<file path="config.mk">
export PLATFORM = sky130hd
export DESIGN_NAME = adc_host_control
export DESIGN_NICKNAME = d
export VERILOG_FILES = /design/src/design/adc_ctrl_pkg.sv /design/src/design/adc_host_control.sv
export SDC_FILE = /design/constraint.sdc
export NUM_CORES = 1
export LEC_CHECK = 0
export BUFFER_PORTS_ARGS = -buffer_cell sky130_fd_sc_hd__buf_2
export CAP_MARGIN = 40
export CORE_MARGIN = 5
export CORE_UTILIZATION = 30
export CTS_CLUSTER_SIZE = 8
export DETAILED_ROUTE_END_ITERATION = 8
export PLACE_DENSITY = 0.5
export SYNTH_ARGS = -nofsm -noshare
export SYNTH_HDL_FRONTEND = slang
export SYNTH_SLANG_ARGS = --single-unit
</file>
<file path="constraint.sdc">
create_clock -name SYS_CLK -period 2.65 [get_ports SYS_CLK]
set_input_delay 0.265 -clock SYS_CLK [delete_from_list [all_inputs] [get_ports SYS_CLK]]
set_output_delay 0.265 -clock SYS_CLK [all_outputs]
set_load 0.02 [all_outputs]
</file>
<file path="src/design/adc_ctrl_pkg.sv">
// Shared constants, commands and field layouts of the converter control block
package adc_ctrl_pkg;

    // Word and byte geometry of the host data bus
    localparam int DATA_W  = 13;
    localparam int BYTE_W  = 8;
    localparam int UPPER_W = 5;

    // Command field encodings
    typedef enum logic [2:0] {
        CMD_STANDBY  = 3'h0,
        CMD_FULL_CAL = 3'h1,
        CMD_AUTOZERO = 3'h2,
        CMD_IDLE     = 3'h3,
        CMD_START    = 3'h4
    } cmd_type;

    // Control word, most significant field first
    typedef struct packed {
        logic       bus_width_select;
        logic [2:0] cmd;
        logic       sync_in_mode;
        logic       upper_byte_pointer;
        logic       single_ended_clip;
        logic [1:0] acq_sel;
        logic [3:0] mux_sel;
    } ctrl_type;

    // Multiplexer routing toward the analog front end
    typedef struct packed {
        logic [2:0] pos_chan;
        logic       neg_is_common;
        logic [2:0] neg_chan;
    } mux_route_type;

    // Field positions inside a written byte or word
    localparam int HB_BIT       = 7;
    localparam int MUX_SE_BIT   = 3;
    localparam int MUX_POL_BIT  = 0;

    // Values after reset: trigger pin is an input, standby, 8-bit bus
    localparam logic [12:0] CTRL_RESET   = 13'h0100;
    localparam logic [12:0] RESULT_RESET = 13'h0000;

    // Self-timed acquisition lengths in clock cycles
    localparam logic [6:0] ACQ_CYCLES_0 = 7'h09;
    localparam logic [6:0] ACQ_CYCLES_1 = 7'h0F;
    localparam logic [6:0] ACQ_CYCLES_2 = 7'h2F;
    localparam logic [6:0] ACQ_CYCLES_3 = 7'h4F;

    // Calibration averaging
    localparam logic [2:0] CAL_LAST_REP = 3'h7;
    localparam int         CAL_SHIFT    = 3;

    // Wake-up time out of standby, and its length in cycles at 20 MHz
    localparam int CLK_FREQ_MHZ = 20;
    localparam int WAKE_TIME_NS = 1000;
    localparam int WAKE_CYCLES  = (WAKE_TIME_NS * CLK_FREQ_MHZ + 999) / 1000;

endpackage : adc_ctrl_pkg

</file>
<file path="src/design/adc_host_control.sv">
// Host interface, mode control and sequencing of the sampling converter
//
// Notes on behaviour
// - Writes go to control word, reads return result
// - 8-bit mode drives only low data lines
// - Bus comes up 8 bits wide
// - Pointer bit sends next byte to upper half
// - Upper byte write clears the pointer
// - 8-bit reads: low byte, then high byte
// - 13-bit mode: whole word, pointer ignored
// - Edge select pin picks write latch edge
// - Mux bits route inputs to both outputs
// - Bit 3 single-ended, else pair, bit0 polarity
// - Standby command enters low power, status low
// - Command field decode, reset value standby
// - Other command: status high now, ready later
// - Power-up state is standby
// - Trigger mode: pin input, rising edge converts
// - Self-timed: pin output high during conversion
// - Self-timed acquisition counted in clock cycles
// - Acquisition select maps to 9/15/47/79
// - Self-timed read raises ready, starts counter
// - Trigger mode ignores acquisition select bits
// - Full calibration averages eight offset measurements
// - Each capacitor measured eight times, averaged
// - Result two's complement, upper byte sign-extended
`timescale 1ns/1ps

module adc_host_control #(
    parameter int CAP_COUNT = 12,
    parameter int CAP_W     = $clog2(CAP_COUNT)
) (
    input  wire logic                    SYS_CLK,
    input  wire logic                    NRST,
    input  wire logic                    CS_N,
    input  wire logic                    RD_N,
    input  wire logic                    WR_N,
    input  wire logic                    WRITE_EDGE_SELECT,
    input  wire logic [12:0]             DATA_IN,
    output logic      [12:0]             DATA_OUT,
    output logic      [12:0]             DATA_OE_N,
    input  wire logic                    SYNC_IN,
    output logic                         SYNC_OUT,
    output logic                         SYNC_OE_N,
    output logic                         READY_N,
    output logic                         LOW_POWER_STATUS,
    output adc_ctrl_pkg::mux_route_type  MUX_ROUTE,
    output logic                         SAMPLE_TRACK,
    output logic                         CONV_START,
    input  wire logic                    CONV_DONE,
    input  wire logic [12:0]             CONV_RAW,
    output logic                         MEAS_START,
    output logic                         MEAS_IS_CAP,
    output logic      [CAP_W-1:0]        MEAS_CAP_IDX,
    input  wire logic                    MEAS_DONE,
    input  wire logic [12:0]             MEAS_VALUE,
    output logic      [12:0]             OFFSET_COEF,
    input  wire logic [CAP_W-1:0]        LIN_SEL,
    output logic      [12:0]             LIN_COEF
);

    typedef enum logic [2:0] {
        ST_STANDBY, ST_WAKE, ST_IDLE, ST_ARMED, ST_ACQ, ST_CONV, ST_CAL
    } state_type;

    state_type                state_r;
    adc_ctrl_pkg::ctrl_type   ctrl_r;
    adc_ctrl_pkg::ctrl_type   ctrl_nxt;
    logic                     ctrl_apply;
    logic [7:0]               lo_pend_r;
    logic                     hb_ptr_r;
    logic                     wr_q;
    logic                     rd_q;
    logic                     cs_q;
    logic                     sync_q;
    logic [12:0]              data_q;
    logic                     wr_evt;
    logic [12:0]              wdata;
    logic                     rd_start;
    logic                     rd_end;
    logic                     rd_hi_r;
    logic                     read_done;
    logic                     sync_rise;
    logic [12:0]              result_r;
    logic [12:0]              dout_r;
    logic [6:0]               acq_cnt_r;
    logic [6:0]               acq_len;
    logic [7:0]               wake_cnt_r;
    logic                     lp_r;
    logic                     track_r;
    logic                     conv_start_r;
    logic                     meas_start_r;
    logic                     meas_pend_r;
    logic                     cal_cap_phase_r;
    logic [CAP_W-1:0]         cap_idx_r;
    logic [2:0]               rep_r;
    logic signed [15:0]       acc_r;
    logic signed [15:0]       acc_nxt;
    logic [12:0]              offset_r;
    logic [12:0]              lin_coef_r [CAP_COUNT];
    logic [12:0]              lin_out_r;
    logic [12:0]              corrected;

    // Pin sampling; strobes are synchronous so no extra synchroniser stage
    always_ff @(posedge SYS_CLK) begin
        if (!NRST) begin
            wr_q   <= 1'b1;
            rd_q   <= 1'b1;
            cs_q   <= 1'b1;
            sync_q <= 1'b0;
            data_q <= 13'h0000;
        end else begin
            wr_q   <= WR_N;
            rd_q   <= RD_N;
            cs_q   <= CS_N;
            sync_q <= SYNC_IN;
            data_q <= DATA_IN;
        end
    end

    // Rising-edge writes use data held while the strobe was low
    always_comb begin
        if (WRITE_EDGE_SELECT) begin
            wr_evt = wr_q && !WR_N && !CS_N;
            wdata  = DATA_IN;
        end else begin
            wr_evt = !wr_q && WR_N && !cs_q;
            wdata  = data_q;
        end
    end

    assign rd_start  = rd_q && !RD_N && !CS_N;
    assign rd_end    = !rd_q && RD_N && !cs_q;
    assign read_done = rd_end && (ctrl_r.bus_width_select || rd_hi_r);
    assign sync_rise = SYNC_IN && !sync_q;

    // Assemble the next control word; nothing applies on a half-written word
    always_comb begin
        ctrl_nxt   = ctrl_r;
        ctrl_apply = 1'b0;
        if (wr_evt) begin
            if (ctrl_r.bus_width_select) begin
                ctrl_nxt   = wdata;
                ctrl_apply = 1'b1;
            end else if (hb_ptr_r) begin
                ctrl_nxt   = {wdata[4:0], lo_pend_r};
                ctrl_nxt.upper_byte_pointer = 1'b0;
                ctrl_apply = 1'b1;
            end else if (!wdata[adc_ctrl_pkg::HB_BIT]) begin
                ctrl_nxt   = {ctrl_r[12:8], wdata[7:0]};
                ctrl_apply = 1'b1;
            end
        end
    end

    // Control word and byte pointer; reset gives 8-bit bus and standby
    always_ff @(posedge SYS_CLK) begin
        if (!NRST) begin
            ctrl_r    <= adc_ctrl_pkg::CTRL_RESET;
            hb_ptr_r  <= 1'b0;
            lo_pend_r <= 8'h00;
        end else if (wr_evt && !ctrl_r.bus_width_select) begin
            if (hb_ptr_r) begin
                hb_ptr_r <= 1'b0;
                ctrl_r   <= ctrl_nxt;
            end else if (wdata[adc_ctrl_pkg::HB_BIT]) begin
                hb_ptr_r  <= 1'b1;
                lo_pend_r <= wdata[7:0];
            end else begin
                ctrl_r <= ctrl_nxt;
            end
        end else if (ctrl_apply) begin
            ctrl_r <= ctrl_nxt;
        end
    end

    // Read byte order and registered read data
    always_ff @(posedge SYS_CLK) begin
        if (!NRST) begin
            rd_hi_r <= 1'b0;
            dout_r  <= 13'h0000;
        end else begin
            if (rd_start) begin
                if (ctrl_r.bus_width_select)
                    dout_r <= result_r;
                else if (rd_hi_r)
                    dout_r <= {5'h00, {3{result_r[12]}},
                               result_r[12:8]};
                else
                    dout_r <= {5'h00, result_r[7:0]};
            end
            if (rd_end && !ctrl_r.bus_width_select)
                rd_hi_r <= !rd_hi_r;
            else if (ctrl_r.bus_width_select)
                rd_hi_r <= 1'b0;
        end
    end

    // Only the low lane is driven on a byte-wide bus
    always_comb begin
        DATA_OE_N = 13'h1FFF;
        if (!CS_N && !RD_N) begin
            DATA_OE_N[7:0] = 8'h00;
            if (ctrl_r.bus_width_select)
                DATA_OE_N[12:8] = 5'h00;
        end
    end
    assign DATA_OUT = dout_r;

    // Acquisition length lookup
    always_comb begin
        unique case (ctrl_r.acq_sel)
            2'h0: acq_len = adc_ctrl_pkg::ACQ_CYCLES_0;
            2'h1: acq_len = adc_ctrl_pkg::ACQ_CYCLES_1;
            2'h2: acq_len = adc_ctrl_pkg::ACQ_CYCLES_2;
            2'h3: acq_len = adc_ctrl_pkg::ACQ_CYCLES_3;
        endcase
    end

    // Main sequencer; a new standby, calibration or idle command takes precedence over activity
    always_ff @(posedge SYS_CLK) begin
        if (!NRST) begin
            state_r      <= ST_STANDBY;
            wake_cnt_r   <= 8'h00;
            acq_cnt_r    <= 7'h00;
            conv_start_r <= 1'b0;
        end else begin
            conv_start_r <= 1'b0;
            if (ctrl_apply && ctrl_nxt.cmd != ctrl_r.cmd
                    && ctrl_nxt.cmd == adc_ctrl_pkg::CMD_STANDBY) begin
                state_r <= ST_STANDBY;
            end else if (ctrl_apply
                    && ctrl_nxt.cmd != adc_ctrl_pkg::CMD_STANDBY) begin
                if (state_r == ST_STANDBY) begin
                    state_r    <= ST_WAKE;
                    wake_cnt_r <= 8'(adc_ctrl_pkg::WAKE_CYCLES);
                end else if (ctrl_nxt.cmd == adc_ctrl_pkg::CMD_FULL_CAL
                        || ctrl_nxt.cmd == adc_ctrl_pkg::CMD_AUTOZERO) begin
                    state_r <= ST_CAL;
                end else if (ctrl_nxt.cmd == adc_ctrl_pkg::CMD_IDLE) begin
                    state_r <= ST_IDLE;
                end
            end else begin
                unique case (state_r)
                    ST_STANDBY: ;
                    ST_WAKE: begin
                        wake_cnt_r <= wake_cnt_r - 8'h01;
                        if (wake_cnt_r == 8'h01) begin
                            if (ctrl_r.cmd == adc_ctrl_pkg::CMD_FULL_CAL
                                || ctrl_r.cmd == adc_ctrl_pkg::CMD_AUTOZERO)
                                state_r <= ST_CAL;
                            else
                                state_r <= ST_IDLE;
                        end
                    end
                    ST_IDLE: begin
                        if (ctrl_r.cmd == adc_ctrl_pkg::CMD_START) begin
                            if (read_done && !ctrl_r.sync_in_mode) begin
                                state_r   <= ST_ACQ;
                                acq_cnt_r <= acq_len;
                            end else if (read_done) begin
                                state_r <= ST_ARMED;
                            end else if (ctrl_r.sync_in_mode && sync_rise) begin
                                state_r      <= ST_CONV;
                                conv_start_r <= 1'b1;
                            end
                        end
                    end
                    ST_ARMED: begin
                        if (!ctrl_r.sync_in_mode) begin
                            state_r   <= ST_ACQ;
                            acq_cnt_r <= acq_len;
                        end else if (sync_rise) begin
                            state_r      <= ST_CONV;
                            conv_start_r <= 1'b1;
                        end
                    end
                    ST_ACQ: begin
                        acq_cnt_r <= acq_cnt_r - 7'h01;
                        if (acq_cnt_r == 7'h01) begin
                            state_r      <= ST_CONV;
                            conv_start_r <= 1'b1;
                        end
                    end
                    ST_CONV: begin
                        if (CONV_DONE)
                            state_r <= ST_IDLE;
                    end
                    ST_CAL: begin
                        if (MEAS_DONE && meas_pend_r
                            && (ctrl_r.cmd == adc_ctrl_pkg::CMD_AUTOZERO
                                || (cal_cap_phase_r
                                    && rep_r == adc_ctrl_pkg::CAL_LAST_REP
                                    && cap_idx_r == CAP_W'(CAP_COUNT - 1))))
                            state_r <= ST_IDLE;
                    end
                endcase
            end
        end
    end

    assign acc_nxt = acc_r + 16'(signed'(MEAS_VALUE));

    // Full calibration: averages of eight, offset first, then each capacitor; auto-zero takes one offset reading
    always_ff @(posedge SYS_CLK) begin
        if (!NRST) begin
            meas_start_r    <= 1'b0;
            meas_pend_r     <= 1'b0;
            cal_cap_phase_r <= 1'b0;
            cap_idx_r       <= '0;
            rep_r           <= 3'h0;
            acc_r           <= 16'h0000;
            offset_r        <= 13'h0000;
        end else begin
            meas_start_r <= 1'b0;
            if (state_r != ST_CAL) begin
                meas_pend_r     <= 1'b0;
                cal_cap_phase_r <= 1'b0;
                cap_idx_r       <= '0;
                rep_r           <= 3'h0;
                acc_r           <= 16'h0000;
            end else if (!meas_pend_r) begin
                meas_start_r <= 1'b1;
                meas_pend_r  <= 1'b1;
            end else if (MEAS_DONE) begin
                meas_pend_r <= 1'b0;
                if (ctrl_r.cmd == adc_ctrl_pkg::CMD_AUTOZERO) begin
                    offset_r <= MEAS_VALUE;
                end else if (rep_r != adc_ctrl_pkg::CAL_LAST_REP) begin
                    rep_r <= rep_r + 3'h1;
                    acc_r <= acc_nxt;
                end else begin
                    rep_r <= 3'h0;
                    acc_r <= 16'h0000;
                    if (!cal_cap_phase_r) begin
                        offset_r <= 13'(acc_nxt >>>
                                        adc_ctrl_pkg::CAL_SHIFT);
                        cal_cap_phase_r <= 1'b1;
                    end else begin
                        cap_idx_r <= cap_idx_r + CAP_W'(1);
                    end
                end
            end
        end
    end

    // Linearity coefficient store, filled as each capacitor finishes
    always_ff @(posedge SYS_CLK) begin
        if (state_r == ST_CAL && meas_pend_r && MEAS_DONE && cal_cap_phase_r
                && rep_r == adc_ctrl_pkg::CAL_LAST_REP
                && ctrl_r.cmd == adc_ctrl_pkg::CMD_FULL_CAL)
            lin_coef_r[cap_idx_r] <= 13'(acc_nxt >>>
                                         adc_ctrl_pkg::CAL_SHIFT);
        lin_out_r <= lin_coef_r[LIN_SEL];
    end

    // Offset-corrected result; clip negatives when the clip bit is set
    assign corrected = CONV_RAW - offset_r;
    always_ff @(posedge SYS_CLK) begin
        if (!NRST)
            result_r <= adc_ctrl_pkg::RESULT_RESET;
        else if (state_r == ST_CONV && CONV_DONE)
            result_r <= (ctrl_r.single_ended_clip && corrected[12])
                        ? 13'h0000 : corrected;
    end

    // Status pins and the sample tracking window
    always_ff @(posedge SYS_CLK) begin
        if (!NRST) begin
            lp_r    <= 1'b0;
            track_r <= 1'b0;
        end else begin
            if (ctrl_apply)
                lp_r <= (ctrl_nxt.cmd != adc_ctrl_pkg::CMD_STANDBY);
            if (conv_start_r)
                track_r <= 1'b0;
            else if ((ctrl_apply && ctrl_nxt.mux_sel != ctrl_r.mux_sel)
                     || ((state_r == ST_CONV && CONV_DONE)
                         || (state_r == ST_CAL && state_r != ST_IDLE
                             && MEAS_DONE && meas_pend_r)))
                track_r <= 1'b1;
        end
    end

    // Mux decode: bit 3 picks single-ended against the common input
    always_comb begin
        MUX_ROUTE = '0;
        if (ctrl_r.mux_sel[adc_ctrl_pkg::MUX_SE_BIT]) begin
            MUX_ROUTE.pos_chan      = ctrl_r.mux_sel[2:0];
            MUX_ROUTE.neg_is_common = 1'b1;
        end else begin
            MUX_ROUTE.pos_chan = ctrl_r.mux_sel[2:0];
            MUX_ROUTE.neg_chan = {ctrl_r.mux_sel[2:1],
                                  !ctrl_r.mux_sel[adc_ctrl_pkg::MUX_POL_BIT]};
        end
    end

    assign READY_N          = (state_r != ST_IDLE);
    assign LOW_POWER_STATUS = lp_r;
    assign SYNC_OE_N        = ctrl_r.sync_in_mode;
    assign SYNC_OUT         = (state_r == ST_CONV);
    assign SAMPLE_TRACK     = track_r;
    assign CONV_START       = conv_start_r;
    assign MEAS_START       = meas_start_r;
    assign MEAS_IS_CAP      = cal_cap_phase_r;
    assign MEAS_CAP_IDX     = cap_idx_r;
    assign OFFSET_COEF      = offset_r;
    assign LIN_COEF         = lin_out_r;

    // Helper: running length of the current self-timed acquisition window, cleared outside it
    logic [6:0] acq_seen_r;
    always_ff @(posedge SYS_CLK) begin
        if (!NRST || state_r != ST_ACQ)
            acq_seen_r <= 7'h00;
        else
            acq_seen_r <= acq_seen_r + 7'h01;
    end
endmodule : adc_host_control

</file>
Word-level counts from Yosys, hierarchy flattened
Memories as Yosys holds them, arrays and structs flattened. A register that Yosys moved wholly into a read port is not among the register bits.
Index checks and enable logic that the tools add are counted.
{"block": "op_classes", "addsub": 6, "n_eq_ne": 39, "mux": 67, "bitwise_logic": 7, "n_reduce_logical": 72}
{"operator": "2-to-1 mux 13 bit", "n": 14}
{"operator": "2-to-1 mux 3 bit", "n": 17}
{"operator": "2-to-1 mux 8 bit", "n": 5}
{"operator": "logical AND 1 bit", "n": 33}
{"operator": "case mux 7 bit (4 select lines)", "n": 1}
{"operator": "2-to-1 mux 1 bit", "n": 22}
{"operator": "2-to-1 mux 7 bit", "n": 3}
{"operator": "!= test 3 bit, second input constant", "n": 7}
{"operator": "case mux 7 bit (3 select lines)", "n": 1}
{"operator": "case mux 3 bit (6 select lines)", "n": 1}
{"operator": "adder 16 x 13 -> 16 bit", "n": 1}
{"operator": "2-to-1 mux 16 bit", "n": 1}
{"operator": "equality test 3 x 2 -> 1 bit, second input constant", "n": 5}
{"operator": "equality test 3 bit, second input constant", "n": 5}
{"operator": "subtractor 13 bit", "n": 1}
{"operator": "zero test 1 bit", "n": 11}
{"operator": "AND reduction 5 bit", "n": 2}
{"operator": "equality test 3 x 1 -> 1 bit, second input constant", "n": 3}
{"operator": "AND reduction 3 bit", "n": 3}
{"operator": "AND reduction 9 bit", "n": 1}
{"operator": "equality test 8 x 1 -> 1 bit, second input constant", "n": 1}
{"operator": "!= test 2 bit, second input constant", "n": 4}
{"operator": "subtractor 8 x 1 -> 8 bit, second input constant", "n": 1}
{"operator": "equality test 7 x 1 -> 1 bit, second input constant", "n": 1}
{"operator": "28 further kinds", "n": 47}
{"block": "word_totals", "register_bits": 125, "mem_bits_rw": 156, "elab_cells": 222, "n_memories": 1}
{"memory": "lin_coef_r", "depth": 12, "width": 13, "read_ports": 1, "rd_ports_with_merged_regs": 1, "write_ports": 1, "line": "adc_host_control.sv:100", "source": "logic [12:0] lin_coef_r [CAP_COUNT];"}

Longest topological paths before layout
{"block": "logic_depth", "depth_word": 10, "mapped_depth": 14, "depth_no_buf": 13}

Least setup slack after synthesis
No wires, ideal clock.
{"block": "synth_path", "path_kind": "reg2reg", "startpoint": "register offset_r[0], in the netlist OFFSET_COEF[0]", "endpoint": "register result_r[2]", "setup_time_ns": 0.059, "t_arrival_ns": 2.918, "t_required_ns": 2.591, "path_slack_ns": -0.326, "path_stages_with_launch": 14, "synth_period_minus_slack_ns": 2.976, "cell_sequence": "dfxtp_1 -> ha_1 -> inv_1 -> fa_1 -> a21o_1 -> a21o_1 -> a2111oi_2 -> nor3_1 -> nor2_1 -> a211o_1 -> xnor2_1 -> a211oi_1 -> buf_2 -> a22o_1"}
{"block": "synth_via", "elab_chain_len": 3}
{"item": "start, declared", "line": "adc_host_control.sv:99", "source": "logic [12:0] offset_r;"}
{"item": "start signal, assigned", "line": "adc_host_control.sv:336", "source": "offset_r <= 13'(acc_nxt >>>"}
{"item": "subtractor 13 bit (*)", "line": "adc_host_control.sv:358", "source": "assign corrected = CONV_RAW - offset_r;"}
{"item": "logical AND 1 bit", "line": "adc_host_control.sv:363", "source": "result_r <= (ctrl_r.single_ended_clip && corrected[12])"}
{"item": "2-to-1 mux 13 bit (*)", "line": "adc_host_control.sv:364", "source": "? 13'h0000 : corrected;"}
{"item": "end signal, assigned", "line": "adc_host_control.sv:361", "source": "result_r <= adc_ctrl_pkg::RESULT_RESET;"}
{"item": "end signal, assigned", "line": "adc_host_control.sv:363"}
{"item": "end, declared", "line": "adc_host_control.sv:84", "source": "logic [12:0] result_r;"}
Every way passes the cells marked *; elsewhere a longest branch is shown, timed or not.
A chain may end at the register's enable or synchronous reset.

Final worst setup path
{"block": "layout_path", "startpoint": "register acc_r[0]", "endpoint": "register offset_r[11], in the netlist OFFSET_COEF[11]"}
{"block": "layout_via", "elab_chain_len": 4}
{"item": "start, declared", "line": "adc_host_control.sv:97", "source": "logic signed [15:0] acc_r;"}
{"item": "start signal, assigned", "line": "adc_host_control.sv:331", "source": "acc_r <= acc_nxt;"}
{"item": "adder 16 x 13 -> 16 bit", "line": "adc_host_control.sv:302", "source": "assign acc_nxt = acc_r + 16'(signed'(MEAS_VALUE));"}
{"item": "net acc_nxt[14]", "line": "adc_host_control.sv:98", "source": "logic signed [15:0] acc_nxt;"}
{"item": "2-to-1 mux 13 bit", "line": "adc_host_control.sv:335", "source": "if (!cal_cap_phase_r) begin"}
{"item": "2-to-1 mux 13 bit", "line": "adc_host_control.sv:329", "source": "end else if (rep_r != adc_ctrl_pkg::CAL_LAST_REP) begin"}
{"item": "2-to-1 mux 13 bit", "line": "adc_host_control.sv:327", "source": "if (ctrl_r.cmd == adc_ctrl_pkg::CMD_AUTOZERO) begin"}
The timed path passes the listed nets, and every way through them passes these cells. The select of a mux whose other input is x is not followed.

==> results.md <==
Worst setup path:
- The buffer and inverter count on the worst path is 1.
- The worst setup path is launched from a flip-flop.
- STA classifies the critical path endpoint as a flip-flop.
- The kind of cell adding the most delay to the critical path is compound AO/OA/AOI/OAI gates.
- The worst setup path is of the reg -> reg kind.
- At the worst endpoint, the required time is 3.09 ns.
- The delay of the slowest cell on the worst path is 0.37 ns.
- Along the worst path, the maximum fanout reaches 4.
- The number of cells on the critical path is 12.
- The critical path goes through ha_4 > fa_2 > a21o_1 > a21oi_2 > nand2b_4 > a211o_1 > nand3_2 > a31o_4 > a21oi_4 > xnor2_4 > buf_4 > a41o_1.
- Counting cells, the worst reg-to-reg path comes to 12.
- STA puts the critical path data arrival time at 3.08 ns.
- For this design, the slowest cell found on the critical path is fa_2.

Die:
- Measured along the y axis, the die boundary spans about 220 um.
- For this design the top-level I/O count stands at 123.
- The number of placement rows is 76.
- The core area is 43300 um2.
- For this configuration, the core starts out at a cell density of 30.5%.
- From left edge to right edge, the die measures 220 um.
- The area of the die is about 48000 um2.

Placed design:
- Buffers placed on the I/O ports in this run total 122.
- Routability-driven placement finished with a final weighted congestion of 0.820.
- OpenSTA, run right after detailed placement, puts the worst setup slack at -0.642 ns.
- The half-perimeter wire length of the detailed placement result is about 24 mm.

Clock tree:
- The buffer type at the clock tree root is clkbuf_16.
- The maximum root-to-sink buffer count is 3.
- The H-tree level count is 2.
- The number of buffers added by the clock tree synthesis step is 42.
- The number of clock sinks is between 200 and 300.
- The clock insertion delay at the later pin of the skew report is 0.56 ns.
- TritonCTS built the clock tree.
- After clock tree synthesis, the clock-pin slew on the worst setup and hold paths is 0.05 ns.

STA:
- The minimum clock period after layout is 2.64 ns.
- The post-route clock skew is 0.0277 ns.
- The final number of hold-violating endpoints is 0.
- For the pin with the worst max-slew slack, the measured transition is about 0.82 ns.
- After layout, the worst setup slack is 0.00878 ns.
- The number of pins with negative max-slew slack in the final report is 0.
- The final clock period utilization by the worst path is 99.7%.
- The count of endpoints failing setup in the final report is 0.
- The post-route worst hold slack is roughly 0.12 ns.
- Setup repair after global routing could not meet its margin everywhere.
- Timing would allow up to 379 MHz.
- Headroom to the max-slew limit came out at between 40% and 50%.

Finish:
- The synthesis-to-layout area growth is 27.7%.
- The post-route netlist has 27.5% of its cells at a drive strength greater than 1.
- The number of antenna diodes in the final layout is 0.
- The final net count is 1462.

Route:
- The final wirelength is between 30 and 40 mm.
- The final route contains around 9500 vias.
- The number of DRC markers in iteration 0 is 502.
- The number of detailed-routing iterations run before antenna repair is 6.
- In the routed design, unresolved DRC markers number 0.
- The mean number of vias per cell is 4.78.
- The mean routed wirelength per cell is 17.5 um.
- The number of nets still failing antenna checks after routing is 0.

Synth:
- The synthesized netlist devotes 12.1% of its cell area to compound gates.
- The synthesized netlist occupies a cell area of about 13000 um2.
- Synthesis produced a netlist whose cell count is 1122.
- By area, the combinational part of the netlist is dominated by simple AND/OR/NAND/NOR gates.
- Summed over all instances, the cell type with the most area after synthesis is edfxtp_1.
- By instance count, the leading cell after synthesis is edfxtp_1.
- The share of Yosys cell area claimed by the top area cell type is 35.5%.
- The number of synthesized flops with an enable pin is 156.
- During synthesis, Yosys emitted a total of 0 warnings.
- After Yosys synthesis, and, or, nand and nor cells account for between 10% and 20% of the synthesized area.
- After synthesis the netlist holds a flip-flop and latch count of 293.
- The most frequently used flop master after synthesis is edfxtp_1.
- Ranked by total cell area, the synthesized netlist is headed by edfxtp_1 (35%), dfxtp_1 (21%), mux4_2 (6.7%), ha_1 (3.5%), nor2_1 (3.0%).
- The number of nets in the synthesized netlist is roughly 1200.
- Counting distinct cell types in the post-synthesis netlist gives a little under 80.
- After synthesis, the share of flip-flops with an asynchronous set or reset is 0%.
- The commonest cells after synthesis are edfxtp_1 (156), dfxtp_1 (137), nor2_1 (106), nand2_1 (92), a21oi_1 (68).
- Sequential elements use 56.2% of the synthesized area.
- Measured against the total synthesized area, the mux share comes to 8.87%.
- The mean area per synthesized cell is 11.8 um2.
- Of the total synthesized cell area, the portion taken by XOR and XNOR cells is under 10%.
- The adder and majority cell fraction of the synthesized area is 3.81%.

GRT:
- Across every metal layer, demand over resource in global routing totals 14.6%.
- The wire length of the first global-routing pass is 55.5 mm.
- Global routing finished with a remaining overflow of 0.
- The initial antenna violation count was 0.
- The number of global-route vias before repair came to slightly below 10000.
- The pin count of the biggest net entering global routing is 40.

Power and ir drop:
- The static leakage is 0.00627 uW.
- The peak supply drop is 438 uV.
- Power spread over the standard cell area amounts to 672 nW/um2.

Run status:
- The run finished with clean final reports.

Min path:
- The class of the most critical hold timing path is in -> reg.
- Along the worst hold path, the cell count comes to 4.

Run:
- Across the run, the number of max-cap violations was 0.
[state kept, by name (all words and copies together), names as in the netlist, 3 cells and up]
| name | flops |
|---|---|
| result_r | 13 |
| LIN_COEF | 13 |
| MUX_ROUTE | 3 |
| wake_cnt_r | 8 |
| acc_r | 16 |
| lin_coef_r | 156 |
| MEAS_CAP_IDX | 4 |
| ctrl_r | 8 |
| acq_cnt_r | 7 |
| rep_r | 3 |
| state_r | 3 |
| DATA_OUT | 13 |
| data_q | 13 |
| lo_pend_r | 7 |
| OFFSET_COEF | 13 |
[where the power goes]
group	internal (uW)	switching (uW)	total, uW
clock network	2940	1960	4900
logic	629	829	1460
registers	4900	73.5	4970
total	8470	2870	11300
[per-stage QoR]
stage	instance area, um2	total power, uW	setup TNS [ns]	cells	utilization [%]
after floorplan	13200	6000	0	1122	-
after global placement	15100	6460	-20.85	1870	34.9
after detailed placement	15100	6470	-23.49	1871	34.9
after CTS	16700	11500	-0.740	1973	38.7
after global routing	16900	11900	-1.62	1980	39.0
final	16900	11300	0	1980	39.0
[cells by family after synthesis]
kind of cell               count (synthesis)
xor gates and xnor gates                  44
and+or+nand+nor                          345
adders and majority gates                 39
buffers and inverters                    100
DFF                                      293
muxes                                     67
AOI/OAI and AO/OA                        234
[cells in the final DEF, fill, tap and decap left out, types with 6 or more instances in the layout]
cell / netlist / final
dlygate4sd3_1: 0 / 26
xnor2_1: 32 / 30
nor3_1: 31 / 30
nand3_1: 20 / 19
nand2b_1: 14 / 13
mux4_2: 39 / 39
edfxtp_1: 156 / 156
nor2b_1: 12 / 12
buf_2: 2 / 122
mux2i_1: 22 / 22
a21oi_1: 68 / 64
and2_1: 27 / 27
a21o_1: 10 / 10
ha_1: 37 / 33
o21ai_0: 28 / 27
nand3b_1: 6 / 6
a311oi_1: 14 / 13
inv_1: 30 / 29
nand2_1: 92 / 92
clkbuf_16: 0 / 42
xor2_1: 12 / 9
a211oi_1: 11 / 10
clkbuf_1: 41 / 23
dfxtp_1: 137 / 134
a31oi_1: 9 / 9
a22o_1: 13 / 13
a22oi_1: 19 / 19
nor3b_1: 8 / 8
nor2_1: 106 / 106
o21ai_1: 12 / 13
buf_4: 15 / 119
[layout make-up]
type                    instances  area (um2)
repair buffers                274        1860
well taps                     585         732
flip-flops and latches        293        7430
multi-input cells             729        5530
clock buffers                  65        1140
clock inverters                 3        58.8
inverters                      31         116
fillers                      4215       26400
[worst paths after layout]
| kind | slack, ns | startpoint | endpoint |
|---|---|---|---|
| max | 0.009 | acc_r[0] | OFFSET_COEF[11] |
| max reg2reg | 0.009 | acc_r[0] | OFFSET_COEF[11] |
| min | 0.12 | MEAS_VALUE[11] | OFFSET_COEF[11] |
| min reg2reg | 0.45 | DATA_OUT[10] | DATA_OUT[10] |
[metal layers]
metal  global-route usage [%]  up-vias  share of wire [%]
met5                        0        -                  0
met4                     4.06        0                2.0
met3                     3.17       46                5.1
met2                     24.7      194                 49
met1                     18.9     4598                 44
li1                         -     4632                  -
[worst reg2reg max path: stages (launching register included)]
cell,delay (ns)
dfxtp_2,0.33
ha_4,0.17
fa_2,0.37
a21o_1,0.20
a21oi_2,0.16
nand2b_4,0.15
a211o_1,0.16
nand3_2,0.09
a31o_4,0.24
a21oi_4,0.18
xnor2_4,0.13
buf_4,0.15
a41o_1,0.20
[what timing repair did]
| action | in CTS | in global routing |
|---|---|---|
| endpoints found under the setup margin | 54 | 55 |
| endpoints found under the hold margin | 26 | 0 |
| setup buffers | 7 | 7 |
| hold buffers | 26 | 0 |
| pin swaps | 13 | 16 |
| cloned | 1 | 0 |
| gates resized for setup | 20 | 16 |
Note: power is estimated with default switching activity, not from simulation.
